File: src/core/bbsie_cfg.svh
// Constants for the branch and bit/skip instruction executor
// Behaviour
// - A relative jump loads the already-advanced counter plus twice its signed 11-bit offset.
// - A relative jump takes two instruction cycles, the second one idle while refetching.
// - Bit force-one sets bit 0..7 of the addressed file byte in one cycle, flags untouched.
// - Access-select low picks the access bank, high picks the bank chosen by the bank select.
// - With the extended set on, access-select low and file address up to 95, use indexed mode.
// - File invert writes the bitwise inverse in one cycle and updates only negative and zero.
// - Destination low sends the result to the working register, high back to the file byte.
// - Compare-skip subtracts without touching flags and discards the next word when equal.
// - A skip costs one cycle if not taken, two if taken, three over a two-word instruction.
// - Decrement-skip-zero writes file minus one and skips when it is zero, flags untouched.
// - Decrement-skip-nonzero writes file minus one and skips when it is not zero.
`ifndef BBSIE_CFG_SVH
`define BBSIE_CFG_SVH

`define BBSIE_OFS_CTRL 4'h0
`define BBSIE_OFS_BANK 4'h4
`define BBSIE_OFS_WORK 4'h8
`define BBSIE_OFS_STAT 4'hc

`define BBSIE_CTRL_EXT_BIT 0
`define BBSIE_STAT_ZERO_BIT 0
`define BBSIE_STAT_NEG_BIT 1
`define BBSIE_STAT_BUSY_BIT 2

`define BBSIE_CTRL_RST 1'b0
`define BBSIE_BANK_RST 6'h00
`define BBSIE_WORK_RST 8'h00
`define BBSIE_PC_RST 21'h000000
`define BBSIE_PC_STEP 21'h000002

`define BBSIE_Q_READ 2'h1
`define BBSIE_Q_CALC 2'h2
`define BBSIE_Q_LAST 2'h3

`define BBSIE_IDX_MAX 8'h5f
`define BBSIE_ACC_SPLIT 8'h60
`define BBSIE_ACC_LOW_BANK 6'h00
`define BBSIE_ACC_HIGH_BANK 6'h3f

`define BBSIE_F_DEST 9
`define BBSIE_F_ACC 8
`define BBSIE_F_BIT_HI 11
`define BBSIE_F_BIT_LO 9
`define BBSIE_F_FILE_HI 7
`define BBSIE_F_OFS_HI 10

`define BBSIE_OP_JUMP 5'h1a
`define BBSIE_OP_BITSET 4'h8
`define BBSIE_OP_INVERT 6'h07
`define BBSIE_OP_CMPEQ 7'h31
`define BBSIE_OP_DECZ 6'h0b
`define BBSIE_OP_DECNZ 6'h13
`define BBSIE_OP_2W_A 4'hc
`define BBSIE_OP_2W_B 6'h3b

`endif

File: src/core/bbsie_pkg.sv
// Types shared by the instruction executor
package bbsie_pkg;

  typedef enum logic [1:0] {ST_EXEC, ST_FLUSH, ST_FLUSH2} bbsie_state_t;

  typedef enum logic [2:0] {
    OP_NONE, OP_JUMP, OP_BITSET, OP_INVERT, OP_CMPEQ, OP_DECZ, OP_DECNZ
  } bbsie_op_t;

endpackage : bbsie_pkg

File: src/core/bbsie_addr_gen.sv
// Data address generation for file-register operands
`timescale 1ns/1ns
`include "bbsie_cfg.svh"

module bbsie_addr_gen (
  input wire logic [7:0] fileAddr,
  input wire logic accSel,
  input wire logic extEnable,
  input wire logic [5:0] bankSel,
  input wire logic [13:0] indexBase,
  output logic [13:0] dataAddr
);

  always_comb begin
    if (!accSel && extEnable && fileAddr <= `BBSIE_IDX_MAX) begin
      dataAddr = indexBase + {6'h00, fileAddr};
    end else if (!accSel) begin
      // Access addresses below 0x60 are RAM, 0x60 and up land on the special registers
      if (fileAddr < `BBSIE_ACC_SPLIT) begin
        dataAddr = {`BBSIE_ACC_LOW_BANK, fileAddr};
      end else begin
        dataAddr = {`BBSIE_ACC_HIGH_BANK, fileAddr};
      end
    end else begin
      dataAddr = {bankSel, fileAddr};
    end
  end

endmodule : bbsie_addr_gen

File: src/core/bbsie_core.sv
// Decode and execute of jump, bit force, invert, compare-skip and decrement-skip
//
// Our own choices: the address-and-strobe port and the register addresses.
`timescale 1ns/1ns
`include "bbsie_cfg.svh"

module bbsie_core
  import bbsie_pkg::*;
(
  input wire logic ref_clk,
  input wire logic resetn,
  input wire logic [3:0] regAddr,
  input wire logic [7:0] regWrData,
  input wire logic regWrite,
  input wire logic regRead,
  output logic [7:0] regRdData,
  input wire logic [15:0] instrWord,
  input wire logic [13:0] indexBase,
  output logic [20:0] pc,
  output logic fetchFlush,
  output logic [1:0] qPhase,
  output logic [13:0] memAddr,
  output logic memRead,
  input wire logic [7:0] memReadData,
  output logic memWrite,
  output logic [7:0] memWriteData
);

  bbsie_state_t state;
  bbsie_op_t opReg;
  logic [15:0] instrReg;
  logic extEnable;
  logic [5:0] bankSel;
  logic [7:0] wReg;
  logic zeroFlag;
  logic negFlag;
  logic skipPend;
  logic flushIsSkip;
  logic extraFlush;
  logic [13:0] nextAddr;
  logic [7:0] result;
  logic skipNow;
  logic writesFile;
  logic writesW;
  logic [20:0] jumpTarget;
  logic [7:0] bitMask;

  function automatic bbsie_op_t decodeOp(input logic [15:0] w);
    bbsie_op_t op;
    op = OP_NONE;
    if (w[15:11] == `BBSIE_OP_JUMP) begin
      op = OP_JUMP;
    end else if (w[15:12] == `BBSIE_OP_BITSET) begin
      op = OP_BITSET;
    end else if (w[15:10] == `BBSIE_OP_INVERT) begin
      op = OP_INVERT;
    end else if (w[15:9] == `BBSIE_OP_CMPEQ) begin
      op = OP_CMPEQ;
    end else if (w[15:10] == `BBSIE_OP_DECZ) begin
      op = OP_DECZ;
    end else if (w[15:10] == `BBSIE_OP_DECNZ) begin
      op = OP_DECNZ;
    end
    return op;
  endfunction : decodeOp

  function automatic logic isFileOp(input bbsie_op_t op);
    return op != OP_NONE && op != OP_JUMP;
  endfunction : isFileOp

  // Words that carry a second program word behind them
  function automatic logic isTwoWord(input logic [15:0] w);
    return w[15:12] == `BBSIE_OP_2W_A || w[15:10] == `BBSIE_OP_2W_B;
  endfunction : isTwoWord

  bbsie_addr_gen u_addr_gen (
    .fileAddr(instrWord[`BBSIE_F_FILE_HI:0]),
    .accSel(instrWord[`BBSIE_F_ACC]),
    .extEnable(extEnable),
    .bankSel(bankSel),
    .indexBase(indexBase),
    .dataAddr(nextAddr)
  );

  // Four clock phases make one instruction cycle
  always_ff @(posedge ref_clk) begin
    if (!resetn) begin
      qPhase <= 2'h0;
    end else begin
      qPhase <= qPhase + 2'h1;
    end
  end

  // Decode phase: latch the word, or drop it while flushing
  always_ff @(posedge ref_clk) begin
    if (!resetn) begin
      instrReg <= 16'h0000;
      opReg <= OP_NONE;
      extraFlush <= 1'b0;
    end else if (qPhase == 2'h0) begin
      if (state == ST_EXEC) begin
        instrReg <= instrWord;
        opReg <= decodeOp(instrWord);
        extraFlush <= 1'b0;
      end else begin
        opReg <= OP_NONE;
        // A skipped two-word instruction costs one more idle cycle
        extraFlush <= state == ST_FLUSH && flushIsSkip && isTwoWord(instrWord);
      end
    end
  end

  // Operand read is issued for the read phase only
  always_ff @(posedge ref_clk) begin
    if (!resetn) begin
      memAddr <= 14'h0000;
      memRead <= 1'b0;
    end else begin
      memRead <= qPhase == 2'h0 && state == ST_EXEC && isFileOp(decodeOp(instrWord));
      if (qPhase == 2'h0 && state == ST_EXEC) begin
        memAddr <= nextAddr;
      end
    end
  end

  assign bitMask = 8'h01 << instrReg[`BBSIE_F_BIT_HI:`BBSIE_F_BIT_LO];
  assign jumpTarget = pc + {{9{instrReg[`BBSIE_F_OFS_HI]}}, instrReg[`BBSIE_F_OFS_HI:0], 1'b0};

  always_comb begin
    result = memReadData;
    skipNow = 1'b0;
    unique case (opReg)
      OP_BITSET: result = memReadData | bitMask;
      OP_INVERT: result = ~memReadData;
      OP_CMPEQ: begin
        // Unsigned difference only decides the skip; nothing is stored
        result = memReadData - wReg;
        skipNow = result == 8'h00;
      end
      OP_DECZ: begin
        result = memReadData - 8'h01;
        skipNow = result == 8'h00;
      end
      OP_DECNZ: begin
        result = memReadData - 8'h01;
        skipNow = result != 8'h00;
      end
      OP_NONE, OP_JUMP: result = memReadData;
      default: result = memReadData;
    endcase
  end

  always_comb begin
    writesFile = 1'b0;
    writesW = 1'b0;
    if (opReg == OP_BITSET) begin
      writesFile = 1'b1;
    end else if (opReg == OP_INVERT || opReg == OP_DECZ || opReg == OP_DECNZ) begin
      writesFile = instrReg[`BBSIE_F_DEST];
      writesW = !instrReg[`BBSIE_F_DEST];
    end
  end

  // Result write lands in the last phase
  always_ff @(posedge ref_clk) begin
    if (!resetn) begin
      memWrite <= 1'b0;
      memWriteData <= 8'h00;
    end else begin
      memWrite <= qPhase == `BBSIE_Q_CALC && writesFile;
      if (qPhase == `BBSIE_Q_CALC) begin
        memWriteData <= result;
      end
    end
  end

  // Working register: an instruction result wins over a software write
  always_ff @(posedge ref_clk) begin
    if (!resetn) begin
      wReg <= `BBSIE_WORK_RST;
    end else if (qPhase == `BBSIE_Q_CALC && writesW) begin
      wReg <= result;
    end else if (regWrite && regAddr == `BBSIE_OFS_WORK) begin
      wReg <= regWrData;
    end
  end

  // Only the invert touches flags; the skip family leaves them alone
  always_ff @(posedge ref_clk) begin
    if (!resetn) begin
      zeroFlag <= 1'b0;
      negFlag <= 1'b0;
    end else if (qPhase == `BBSIE_Q_CALC && opReg == OP_INVERT) begin
      zeroFlag <= result == 8'h00;
      negFlag <= result[7];
    end
  end

  always_ff @(posedge ref_clk) begin
    if (!resetn) begin
      skipPend <= 1'b0;
    end else if (qPhase == `BBSIE_Q_CALC) begin
      skipPend <= skipNow;
    end
  end

  // Cycle sequencing; flush cycles execute nothing
  always_ff @(posedge ref_clk) begin
    if (!resetn) begin
      state <= ST_EXEC;
      flushIsSkip <= 1'b0;
    end else if (qPhase == `BBSIE_Q_LAST) begin
      unique case (state)
        ST_EXEC: begin
          if (opReg == OP_JUMP || skipPend) begin
            state <= ST_FLUSH;
          end
          flushIsSkip <= skipPend;
        end
        ST_FLUSH: state <= extraFlush ? ST_FLUSH2 : ST_EXEC;
        ST_FLUSH2: state <= ST_EXEC;
      endcase
    end
  end

  // Counter already points past the executing word when the jump adds its offset
  always_ff @(posedge ref_clk) begin
    if (!resetn) begin
      pc <= `BBSIE_PC_RST;
    end else if (qPhase == `BBSIE_Q_LAST) begin
      if (state == ST_EXEC && opReg == OP_JUMP) begin
        pc <= jumpTarget;
      end else begin
        pc <= pc + `BBSIE_PC_STEP;
      end
    end
  end

  always_ff @(posedge ref_clk) begin
    if (!resetn) begin
      fetchFlush <= 1'b0;
    end else begin
      fetchFlush <= qPhase == `BBSIE_Q_LAST && state == ST_EXEC &&
        (opReg == OP_JUMP || skipPend);
    end
  end

  // Software control registers
  always_ff @(posedge ref_clk) begin
    if (!resetn) begin
      extEnable <= `BBSIE_CTRL_RST;
      bankSel <= `BBSIE_BANK_RST;
    end else if (regWrite) begin
      if (regAddr == `BBSIE_OFS_CTRL) begin
        extEnable <= regWrData[`BBSIE_CTRL_EXT_BIT];
      end
      if (regAddr == `BBSIE_OFS_BANK) begin
        bankSel <= regWrData[5:0];
      end
    end
  end

  // Read data stand for one cycle only; unmapped offsets read zero
  always_ff @(posedge ref_clk) begin
    if (!resetn) begin
      regRdData <= 8'h00;
    end else if (!regRead) begin
      regRdData <= 8'h00;
    end else begin
      unique case (regAddr)
        `BBSIE_OFS_CTRL: regRdData <= {7'h00, extEnable};
        `BBSIE_OFS_BANK: regRdData <= {2'h0, bankSel};
        `BBSIE_OFS_WORK: regRdData <= wReg;
        `BBSIE_OFS_STAT: regRdData <= {5'h00, state != ST_EXEC, negFlag, zeroFlag};
        default: regRdData <= 8'h00;
      endcase
    end
  end
endmodule : bbsie_core

File: config.mk
export PLATFORM = sky130hd
export DESIGN_NAME = bbsie_core
export DESIGN_NICKNAME = d
export VERILOG_FILES = /design/src/core/bbsie_pkg.sv /design/src/core/bbsie_addr_gen.sv /design/src/core/bbsie_core.sv
export VERILOG_INCLUDE_DIRS = /design/src /design/src/core
export SDC_FILE = /design/constraint.sdc
export NUM_CORES = 1
export LEC_CHECK = 0
export ABC_CLOCK_PERIOD_IN_PS = 4100
export BUFFER_PORTS_ARGS = -buffer_cell sky130_fd_sc_hd__buf_2
export CAP_MARGIN = 20
export CORE_ASPECT_RATIO = 2
export CORE_UTILIZATION = 54
export DETAILED_ROUTE_END_ITERATION = 6
export PLACE_DENSITY_LB_ADDON = 0.08
export SETUP_SLACK_MARGIN = 0.4
export SLEW_MARGIN = 25
export SYNTH_ARGS = -nofsm -noshare
export SYNTH_HDL_FRONTEND = slang
export SYNTH_SLANG_ARGS = --single-unit
File: constraint.sdc
create_clock -name ref_clk -period 4.1 [get_ports ref_clk]
set_clock_uncertainty 0.2 [all_clocks]
set_input_delay 0.615 -clock ref_clk [delete_from_list [all_inputs] [get_ports ref_clk]]
set_output_delay 0.615 -clock ref_clk [all_outputs]
set_load 0.01 [all_outputs]
==> results of run 1 <==
[repair_timing]
action | CTS | global route
buffers inserted | 0 | 3
setup endpoints to repair | 1 | 5
pin swaps | 0 | 2
resized for setup | 1 | 7
gates cloned | 0 | 1
[sequential cells by signal (all words and copies together) (netlist names), 2 cells and up]
signal        count
qPhase            2
memAddr          14
wReg              8
memWriteData      8
instrReg         12
state             2
regRdData         8
opReg             3
bankSel           6
pc               20
[metal layers]
layer,wire [um],GRT usage (%),part of all wire [%],vias up
met3,596,4.13,3.4,54
met1,6470,29.9,37,2906
met4,921,20.4,5.2,0
met2,9690,57.6,55,197
li1,-,-,-,2917
met5,0,0,0,-
[Yosys cell counts, types with 17 or more instances]
cell type	instances	area (sq um)
mux2i_1	28	280
a21oi_1	61	305
ha_1	32	400
nor3_1	20	100
xor2_1	18	158
o21ai_0	42	210
nand2_1	79	297
clkbuf_1	38	143
dfxtp_1	92	1840
inv_1	30	113
a211oi_1	17	128
nand3_1	19	95.1
nor2_1	96	360
xnor2_1	21	184
[stage by stage]
step                      util, %  total power [uW]  hold slack, ps  cell area, sq um
after detailed placement     61.0              1350             246              6630
after global placement       61.0              1340             241              6630
after floorplan                 -              1220             231              6030
after CTS                    63.8              2180             258              6940
after global routing         64.5              2270             274              7020
final                        64.5              2180             255              7020
[power by group through the flow]
stage	clock network [uW]	registers (uW)	logic, uW
6_report	839	963	375
5_1_grt	888	966	413
4_1_cts	852	961	370
3_5_place_dp	0	982	368
3_3_place_gp	0	980	361
2_1_floorplan	0	983	234
[layout by cell type (no fill, tap or decap), types with 7 or more instances in the layout]
| cell | netlist | layout |
|---|---|---|
| buf_2 | 3 | 108 |
| nor2_1 | 96 | 96 |
| dfxtp_1 | 92 | 92 |
| nand2_1 | 79 | 79 |
| a21oi_1 | 61 | 60 |
| o21ai_0 | 42 | 42 |
| ha_1 | 32 | 32 |
| inv_1 | 30 | 30 |
| mux2i_1 | 28 | 28 |
| xnor2_1 | 21 | 21 |
| nor3_1 | 20 | 20 |
| nand3_1 | 19 | 19 |
| xor2_1 | 18 | 18 |
| a211oi_1 | 17 | 17 |
| and2_1 | 15 | 15 |
| nor2b_1 | 12 | 12 |
| buf_4 | 1 | 11 |
| nand2b_1 | 9 | 9 |
| and3_1 | 9 | 9 |
| clkbuf_16 | 0 | 9 |
| or3_1 | 8 | 8 |
| o21a_1 | 7 | 7 |
| mux2_2 | 7 | 7 |
[cell type report]
type,count,area (sq um)
Fill cell,989,3860
Tap cell,140,175
Clock inverter,6,65.1
Clock buffer,10,239
Multi-Input combinational cell,607,3950
Inverter,32,120
Sequential cell,92,1840
Timing Repair Buffer,119,623
[kinds of logic (layout without fill, tap and decap cells)]
family,after synthesis,in the layout
DFF,92,92
AOI/OAI and AO/OA,187,188
buffers and inverters,77,167
and+or+nand+nor,305,305
other,1,1
muxes,36,36
adders and majority gates,38,38
xor gates and xnor gates,39,39
[path summary, 6_finish.rpt]
path	slack [ps]	end	start
worst max-delay path	570	pc[17]	state[0]
worst min-delay path	260	memAddr[1]	memAddr[1]
worst max register to register	570	pc[17]	state[0]
worst min register to register	260	memAddr[1]	memAddr[1]
[worst reg2reg max path: cells and delay by family, from the launching register on]
| kind | cells | cell delay [ps] |
|---|---|---|
| AO/OA/AOI/OAI | 5 | 1310 |
| XOR/XNOR | 1 | 160 |
| adder cells (fa/ha/maj) | 3 | 770 |
| buffers and inverters | 2 | 240 |
| flip-flops | 1 | 330 |
| AND/OR/NAND/NOR | 3 | 400 |
==> impl_metrics.py, run 1 <==
metrics = {
    "cts": {
        "cts_tree": "built",
        "worstSkewPairLatency_ps": 340,
        "cts_buffer_depth": 2,
        "cts.sinks": 92,
        "numCtsBuffers": 9,
        "cts_root_buf": "clkbuf_16",
        "cts_hold_buffers": 0,
        "htreeDepth": 3,
        "clkTransAtPathRegs_ps": 70,
    },
    "timing": {
        "worst_slew_pin_slew_ps": 812,
        "fin_crit_sh_pct": 86.0,
        "fin_setup_tns_ps": 0,
        "clock.fmax_mhz": 283,
        "setup_violations": 0,
        "drv_slew": 0,
        "finalCriticalPeriod_ps": 3530,
        "worst_slack_ps": 572,
        "rsz0062_at_grt": "no",
        "relSlewSlack_pct": 45.8,
        "hold_viol": 0,
    },
    "global_routing": {
        "grt_max_degree": 46,
        "antenna_found_initial": 0,
        "grt_usage_pct": 30.2,
        "first_global_vias": 5846,
        "gr-total-overflow": 0,
        "grt_pass1_wl_mm": 27.8,
    },
    "die": {
        "die_w_um": 76.7,
        "initial_core_util_pct": 55.5,
        "ios": 110,
        "die_area_sq_um": 11600,
        "die_h_um": 151,
        "rows": 54,
        "core_sq_um": 10900,
    },
    "drt": {
        "post-route-drc-count": 0,
        "ant_nets": 0,
        "routedWlPerCell_um": 17.6,
        "vias_per_cell": 6.04,
        "dr.pass1.iters": 6,
        "wl_mm": 17.7,
        "drt_first_iter_violations": 336,
        "num_vias": 6074,
    },
    "power": {
        "sw_frac_of_total_pct": 30.0,
        "p_int_uw": 1520,
        "seqPwrFrac_pct": 44.2,
        "ir_drop_uv": 255,
        "combPwrFrac_pct": 17.2,
        "power.density_nw_per_um2": 310,
        "leakage_uw": 0.00306,
        "switchingPower_uw": 653,
        "clkPwrFrac_pct": 38.5,
    },
    "synth": {
        "synthAdderAreaFrac_pct": 8.13,
        "ys_seq_area_share_pct": 30.5,
        "yosysWarnings": 0,
        "synthMuxAreaShare_pct": 6.33,
        "ys_types": 69,
        "synth_top_family_by_area": "simple AND/OR/NAND/NOR gates",
        "synth_fp_nets": 864,
        "ys.flop_type": "dfxtp_1",
        "ys_ff_latch": 92,
        "synthXorXnorAreaFrac_pct": 5.66,
        "synth-simple-area-share_pct": 24.6,
        "syn_avg_cell_area_sq_um": 7.78,
        "synth_compound_area_share_pct": 19.7,
        "syn_area_sq_um": 6030,
        "synthCells": 775,
        "synth-edff-count": 0,
        "async_flop_share_pct": 0,
    },
    "finish": {
        "nets": 950,
        "final_layout_size_suffix_gt1_share_pct": 18.1,
        "stdcell_count": 1006,
        "antenna_cells": 0,
        "synthToLayoutAreaGrowth_pct": 16.3,
    },
    "setup_path": {
        "cpLargestDelayFamily": "compound AO/OA/AOI/OAI gates",
        "crit_type": "register to register",
        "cp.depth": 14,
        "crit_chain": "inv_1 -> ha_1 -> nor4bb_4 -> buf_4 -> nand2b_1 -> ha_1 -> fa_2 -> a21oi_4 -> o2111ai_4 -> a221o_2 -> a2111o_1 -> o21ai_0 -> xnor2_1 -> nor2_1",
        "path_buf_inv": 2,
        "cp_slowest_stage_delay_ps": 450,
        "ff2ff_path_depth": 14,
        "crit_path_max_fanout": 8,
        "critPathLaunchType": "register",
        "cp_common_cell": "ha_1",
        "critPathSlowestCell": "a221o_2",
        "worstSetupEndpointType": "register",
        "crit_arrival_ps": 3530,
        "cp.required_ps": 4110,
    },
    "place": {
        "io_buffers": 108,
        "place_congestion": 0.907,
        "place_ws_ps": 387,
        "dpl.hpwl_mm": 13.3,
        "dpl.cell_count": 986,
    },
    "worst_hold_path": {
        "hold_class": "register to register",
        "min_delay_path_depth": 2,
    },
    "outcome": {
        "status": "finished, final reports clean",
    },
    "job": {
        "cap_violations": 0,
    },
}
Note: power is estimated with default switching activity, not from simulation.
==> run 2: changes to the inputs <==
- GPL_TIMING_DRIVEN: not set -> 0
- SYNTH_HIERARCHICAL: not set -> 1
==> run 2 against run 1 <==
Compared with the run above:
- worst hold slack lost 5.0 ps
- cell area grew 2.3%
- routed wire length grew 5.0%
- first-iteration DRC count shrank 0.30%
- combinational power grew 7.7%
- count of clock-buffer cells in the layout grew 2
- cell count grew 3.4%
- non-clock buffer count grew 31
- clock power shrank 11%
- critical endpoint is now pc[18]
==> impl_metrics.py, run 2 <==
metrics = {
    "outcome": {
        "status": "finished, final reports clean",
    },
    "die": {
        "die_area_sq_um": 11900,
        "ios": 110,
        "rows": 54,
        "die_h_um": 153,
        "initial_core_util_pct": 56.0,
        "core_sq_um": 11000,
        "die_w_um": 77.6,
    },
    "finish": {
        "design_area_sq_um": 7180,
        "largest-register": "pc",
        "antenna_cells": 0,
        "nets": 984,
        "final_layout_size_suffix_gt1_share_pct": 18.9,
        "stdcell_count": 1040,
        "regArea_sq_um": 1840,
        "fillers": 1004,
        "largest_registers": "pc: 20 flops, memAddr: 14 flops, instrReg: 12 flops",
        "layout_common_cells": "buf_2 (112), nand2_1 (106), dfxtp_1 (92)",
        "synthToLayoutAreaGrowth_pct": 16.3,
        "largest_reg_flops": 20,
        "multi_input_area_sq_um": 4070,
        "mostFrequentLayoutCell": "buf_2",
    },
    "timing": {
        "drv_slew": 0,
        "fin_crit_sh_pct": 84.7,
        "setup_violations": 0,
        "whs_ps": 250,
        "rsz0062_at_grt": "yes",
        "worst_slew_pin_slew_ps": 785,
        "hold_viol": 0,
        "finalCriticalPeriod_ps": 3470,
        "fin_setup_tns_ps": 0,
        "clock.fmax_mhz": 288,
        "relSlewSlack_pct": 47.3,
    },
    "cts": {
        "cts_tree": "built",
        "numCtsBuffers": 9,
        "htreeDepth": 3,
        "cts_buffer_depth": 2,
        "cts_root_buf": "clkbuf_16",
        "clkTransAtPathRegs_ps": 60,
        "cts.sinks": 92,
        "worstSkewPairLatency_ps": 340,
    },
    "synth": {
        "yosys.area.top_type": "dfxtp_1",
        "yosysWarnings": 6,
        "ys.flop_type": "dfxtp_1",
        "synth_area_leaders": "dfxtp_1 (30%), ha_1 (6.5%), nand2_1 (6.4%)",
        "syn_area_sq_um": 6170,
        "ys_ff_latch": 92,
        "yosysTopAreaCellShare_pct": 29.8,
        "yosys-top-cells-count": "nand2_1 (106), dfxtp_1 (92), nor2_1 (67)",
        "ys_seq_area_share_pct": 29.8,
        "synth-edff-count": 0,
        "async_flop_share_pct": 0,
        "synth_fp_nets": 866,
        "ys_types": 79,
        "synthCells": 777,
        "synth.most_common_cell": "nand2_1",
        "syn_avg_cell_area_sq_um": 7.94,
    },
    "drt": {
        "ant_nets": 0,
        "wl_met2_mm": 10.1,
        "num_vias": 6199,
        "highest_layer": "met4",
        "drt-met1-wl_mm": 6.78,
        "vias_per_cell": 5.96,
        "routedWlPerCell_um": 17.9,
        "wl_mm": 18.6,
        "dr.pass1.iters": 5,
        "drt_first_iter_violations": 335,
        "wl_met3_um": 754,
        "post-route-drc-count": 0,
    },
    "global_routing": {
        "antenna_found_initial": 0,
        "first_global_vias": 6255,
        "grt_max_degree": 15,
        "grt_pass1_wl_mm": 29.7,
        "gr-total-overflow": 0,
        "grt_usage_pct": 31.7,
    },
    "setup_path": {
        "ff2ff_path_depth": 14,
        "cp_slowest_stage_delay_ps": 360,
        "crit_type": "register to register",
        "crit_arrival_ps": 3550,
        "crit_path_max_fanout": 10,
        "r2r_setup_slack_ps": 630,
        "cp-startpoint": "state[0]",
        "crit_chain": "inv_1 -> ha_1 -> clkbuf_2 -> and4bb_2 -> clkbuf_2 -> and2_1 -> ha_1 -> and2_1 -> nand4_1 -> a21oi_2 -> nor2_1 -> o221ai_1 -> mux2i_1 -> mux2i_1",
        "critPathSlowestCell": "dfxtp_1",
        "r2r_start": "state[0]",
        "path_buf_inv": 3,
        "critPathLaunchType": "register",
        "cp.required_ps": 4180,
        "r2r-end": "pc[18]",
        "worstSetupEndpointType": "register",
        "cpLargestDelayFamily": "simple AND/OR/NAND/NOR gates",
    },
    "place": {
        "io_buffers": 105,
        "place_congestion": 0.954,
        "dpl.cell_count": 1022,
        "place_area_sq_um": 6870,
        "dpl.hpwl_mm": 14.7,
    },
    "power": {
        "seqPwrFrac_pct": 45.3,
        "p_int_uw": 1490,
        "clkPwrFrac_pct": 35.6,
        "sw_frac_of_total_pct": 29.2,
        "switchingPower_uw": 615,
        "ir_drop_uv": 294,
        "leakage_uw": 0.00310,
        "power.density_nw_per_um2": 294,
        "combPwrFrac_pct": 19.2,
    },
    "worst_hold_path": {
        "min_delay_path_depth": 2,
        "holdCritStartpoint": "memAddr[11]",
        "hold_class": "register to register",
        "hold_end": "memAddr[11]",
    },
    "job": {
        "cap_violations": 0,
    },
}
## run 2: cell types whose count changed in the layout (fill, tap and decap cells not counted), sizes merged, moves of 6 or more
cell and delta:
clkbuf +28, inv -10, mux2i +6, nand2 +31
nand3 +6, nand4 +9, nor2 -29, or3 -7
## run 2: layout make-up
type | instances | share of cell area, %
multi-input cells | 618 | 56.7
well taps | 140 | 2.44
inverters | 24 | 1.26
clock inverters | 4 | 0.366
repair buffers | 106 | 7.43
plain buffers | 44 | 2.82
clock buffers | 12 | 3.30
flip-flops and latches | 92 | 25.7
## run 2: power groups by stage
| stage | registers (uW) | clock network [uW] | logic, uW |
|---|---|---|---|
| 3_3_place_gp | 972 | 0 | 389 |
| 4_1_cts | 953 | 760 | 401 |
| 5_1_grt | 957 | 800 | 443 |
| 2_1_floorplan | 977 | 0 | 251 |
| 3_5_place_dp | 973 | 0 | 399 |
| 6_report | 953 | 749 | 404 |
## run 2: timing repair
| action | in CTS | in global routing |
|---|---|---|
| gates resized for setup | 0 | 6 |
| buffers inserted | 0 | 1 |
| pin swaps | 1 | 2 |
| endpoints found under the setup margin | 2 | 9 |
| hold buffers | 0 | 0 |
| gates cloned | 0 | 1 |
## run 2: worst max-delay path by stage
stage          depth (start not counted)  slack (ps)      to
2_1_floorplan                         14         810  pc[11]
3_3_place_gp                          14         460  pc[11]
3_5_place_dp                          15         410  pc[13]
4_1_cts                               15         440  pc[13]
5_1_grt                               15         390  pc[17]
6_report                              14         630  pc[18]
## run 2: cell families (layout without fill, tap and decap cells)
logic type      Yosys count  count (layout)  share of synthesized area [%]
simple gates            322             322                           26.4
compound gates          180             181                           19.2
flops                    92              92                           29.8
buf+inv                  68             190                           4.72
xor+xnor                 39              39                           5.53
mux                      39              39                           6.61
fa+ha+maj                36              36                           7.62
other cells               1               1                         0.0608
## run 2: worst min-delay path: cells and delay by family (launching register included)
| kind | cells | cell delay, ps |
|---|---|---|
| flops | 1 | 300 |
| simple gates | 1 | 50 |
| compound gates | 1 | 50 |
## run 2: stage by stage
step	power (uW)	utilization (%)	setup WS (ps)
after floorplan	1230	-	809
after CTS	2110	64.8	435
after global routing	2200	65.2	391
final	2110	65.2	628
after global placement	1360	62.4	461
after detailed placement	1370	62.4	411
## run 2: per-layer routing
metal / up-vias / global-route usage, %
met5: - / 0
met4: 0 / 19.3
met3: 53 / 4.78
met2: 203 / 59.5
met1: 2930 / 31.8
li1: 3013 / -
==> run 3: changes to the inputs <==
- ABC_AREA: not set -> 1
- ABC_CLOCK_PERIOD_IN_PS: 4100 -> 3200
- clock period: 4.1 -> 3.2 ns (I/O delays scaled with it)
==> run 3 against run 2 <==
Compared with the run above:
- non-clock buffer count grew 11
- critical endpoint is now pc[13]
- total power grew 39%
- fmax grew 25%
- largest power group unchanged
- sequential power grew 32%
- clock power grew 42%
- count of clock-buffer cells in the layout shrank 3
- synthesized area grew 0.93%
- combinational power grew 52%
==> impl_metrics.py, run 3 <==
metrics = {
    "drt": {
        "drt_first_iter_violations": 294,
        "dr.pass1.iters": 6,
        "ant_nets": 0,
        "wl_mm": 19.8,
        "vias_per_cell": 5.43,
        "routedWlPerCell_um": 15.5,
        "num_vias": 6909,
        "post-route-drc-count": 0,
    },
    "outcome": {
        "status": "finished, final reports clean",
    },
    "synth": {
        "yosys-top-cells-count": "nand2_1 (232), inv_1 (134), nor2_1 (116)",
        "ys_seq_area_share_pct": 29.6,
        "ys_ff_latch": 92,
        "synthCells": 981,
        "ys.flop_type": "dfxtp_1",
        "syn_area_sq_um": 6230,
        "yosysWarnings": 6,
        "yosysTopAreaCellShare_pct": 29.6,
        "synth_fp_nets": 1070,
        "syn_avg_cell_area_sq_um": 6.35,
        "synth.most_common_cell": "nand2_1",
        "ys_types": 45,
        "synth_area_leaders": "dfxtp_1 (30%), nand2_1 (14%), inv_1 (8.1%)",
        "yosys.area.top_type": "dfxtp_1",
        "async_flop_share_pct": 0,
        "synth-edff-count": 0,
    },
    "setup_path": {
        "crit_path_max_fanout": 5,
        "cpLargestDelayFamily": "simple AND/OR/NAND/NOR gates",
        "crit_type": "register to register",
        "crit_chain": "buf_6 -> inv_4 -> nand2_4 -> nor2_4 -> nand2_4 -> or2_4 -> ha_4 -> fa_2 -> nand3_2 -> nand2_2 -> a21boi_2 -> o21ai_2 -> a21oi_2 -> o21ai_1 -> o21ai_1 -> inv_1",
        "crit_arrival_ps": 2830,
        "worstSetupEndpointType": "register",
        "cp_slowest_stage_delay_ps": 390,
        "r2r_setup_slack_ps": 420,
        "critPathSlowestCell": "fa_2",
        "critPathLaunchType": "register",
        "path_buf_inv": 3,
        "cp.required_ps": 3250,
    },
    "power": {
        "leakage_uw": 0.00392,
        "ir_drop_uv": 397,
        "power.density_nw_per_um2": 382,
        "p_total_uw": 2940,
    },
    "place": {
        "place_area_sq_um": 6960,
        "dpl.hpwl_mm": 14.9,
        "io_buffers": 107,
        "dpl.cell_count": 1230,
        "place_congestion": 0.920,
    },
    "cts": {
        "numCtsBuffers": 9,
        "cts_root_buf": "clkbuf_16",
        "cts.sinks": 92,
        "cts_buffer_depth": 2,
        "cts_tree": "built",
        "htreeDepth": 3,
        "clkTransAtPathRegs_ps": 70,
        "worstSkewPairLatency_ps": 350,
    },
    "finish": {
        "largest_registers": "pc: 20 flops, memAddr: 14 flops, instrReg: 12 flops",
        "stdcell_count": 1273,
        "largest_reg_flops": 20,
        "largest-register": "pc",
        "nets": 1215,
        "layout_common_cells": "nand2_1 (219), inv_1 (132), buf_2 (108)",
        "final_layout_size_suffix_gt1_share_pct": 20.7,
        "design_area_sq_um": 7690,
        "mostFrequentLayoutCell": "nand2_1",
        "synthToLayoutAreaGrowth_pct": 23.5,
        "antenna_cells": 0,
    },
    "die": {
        "core_sq_um": 11300,
        "ios": 110,
        "die_h_um": 154,
        "initial_core_util_pct": 55.2,
        "rows": 55,
        "die_area_sq_um": 12000,
        "die_w_um": 78.0,
    },
    "global_routing": {
        "grt_pass1_wl_mm": 29.9,
        "grt_max_degree": 19,
        "first_global_vias": 6578,
        "antenna_found_initial": 0,
        "grt_usage_pct": 32.2,
        "gr-total-overflow": 0,
    },
    "timing": {
        "clock.fmax_mhz": 360,
        "hold_viol": 0,
        "whs_ps": 209,
        "setup_violations": 0,
        "rsz0062_at_grt": "yes",
        "drv_slew": 0,
        "finalCriticalPeriod_ps": 2780,
        "fin_crit_sh_pct": 86.8,
        "relSlewSlack_pct": 50.6,
        "fin_setup_tns_ps": 0,
        "worst_slew_pin_slew_ps": 741,
    },
    "job": {
        "cap_violations": 0,
    },
    "worst_hold_path": {
        "hold_class": "input pin to register",
    },
}
## run 3: where the power goes
group          internal (uW)  leakage (uW)  switching, uW
combinational            221       0.00303            393
sequential              1210      0.000753           51.1
clock                    548      0.000138            513
total                   1980       0.00392            957
## run 3: logic make-up (layout without fill, tap and decap cells)
family | Yosys count | after routing | share of synthesized area, %
simple gates | 453 | 454 | 30.4
flops | 92 | 92 | 29.6
fa+ha+maj | 35 | 35 | 7.39
compound gates | 202 | 202 | 18.2
buf+inv | 174 | 323 | 11.0
other cells | 1 | 1 | 0.0602
xor+xnor | 24 | 24 | 3.37
## run 3: worst paths after layout
path	start	endpoint	depth (start not counted)
min	regWrData[3]	bankSel[3]	3
min reg2reg	state[1]	state[1]	2
max reg2reg	opReg[1]	pc[13]	16
max	opReg[1]	pc[13]	16
## run 3: layer usage
| layer | wire, um | share of wire, % | vias up | track usage (%) |
|---|---|---|---|---|
| li1 | - | - | 3484 | - |
| met1 | 6870 | 35 | 3127 | 28.9 |
| met2 | 10800 | 55 | 218 | 62.5 |
| met3 | 753 | 3.8 | 80 | 4.04 |
| met4 | 1320 | 6.7 | 0 | 24.7 |
| met5 | 0 | 0 | - | 0 |
## run 3: timing repair
item / CTS / global route
gates resized for setup: 26 / 43
setup endpoints to repair: 11 / 10
gates cloned: 1 / 0
buffers inserted: 13 / 13
hold buffers: 0 / 0
pin swaps: 15 / 25
## run 3: metrics by stage
step,setup WS (ps),utilization (%)
floorplan,447,-
global placement,74.3,61.6
detailed placement,48.8,61.6
CTS,404,65.8
global route,302,68.1
finish,422,68.1
## run 3: tightest hold or removal path: stages
cell and delay (ps):
buf_2 100, nand3_1 70, a21oi_1 60
## run 3: layout make-up
cell class	instances	area, sq um
buffer	28	155
clock buffer	9	225
clock inverter	7	66.3
fill	1080	3590
inverter	146	551
multi-input combinational	716	3940
sequential	92	1850
tap	142	178
timing repair buffer	133	734
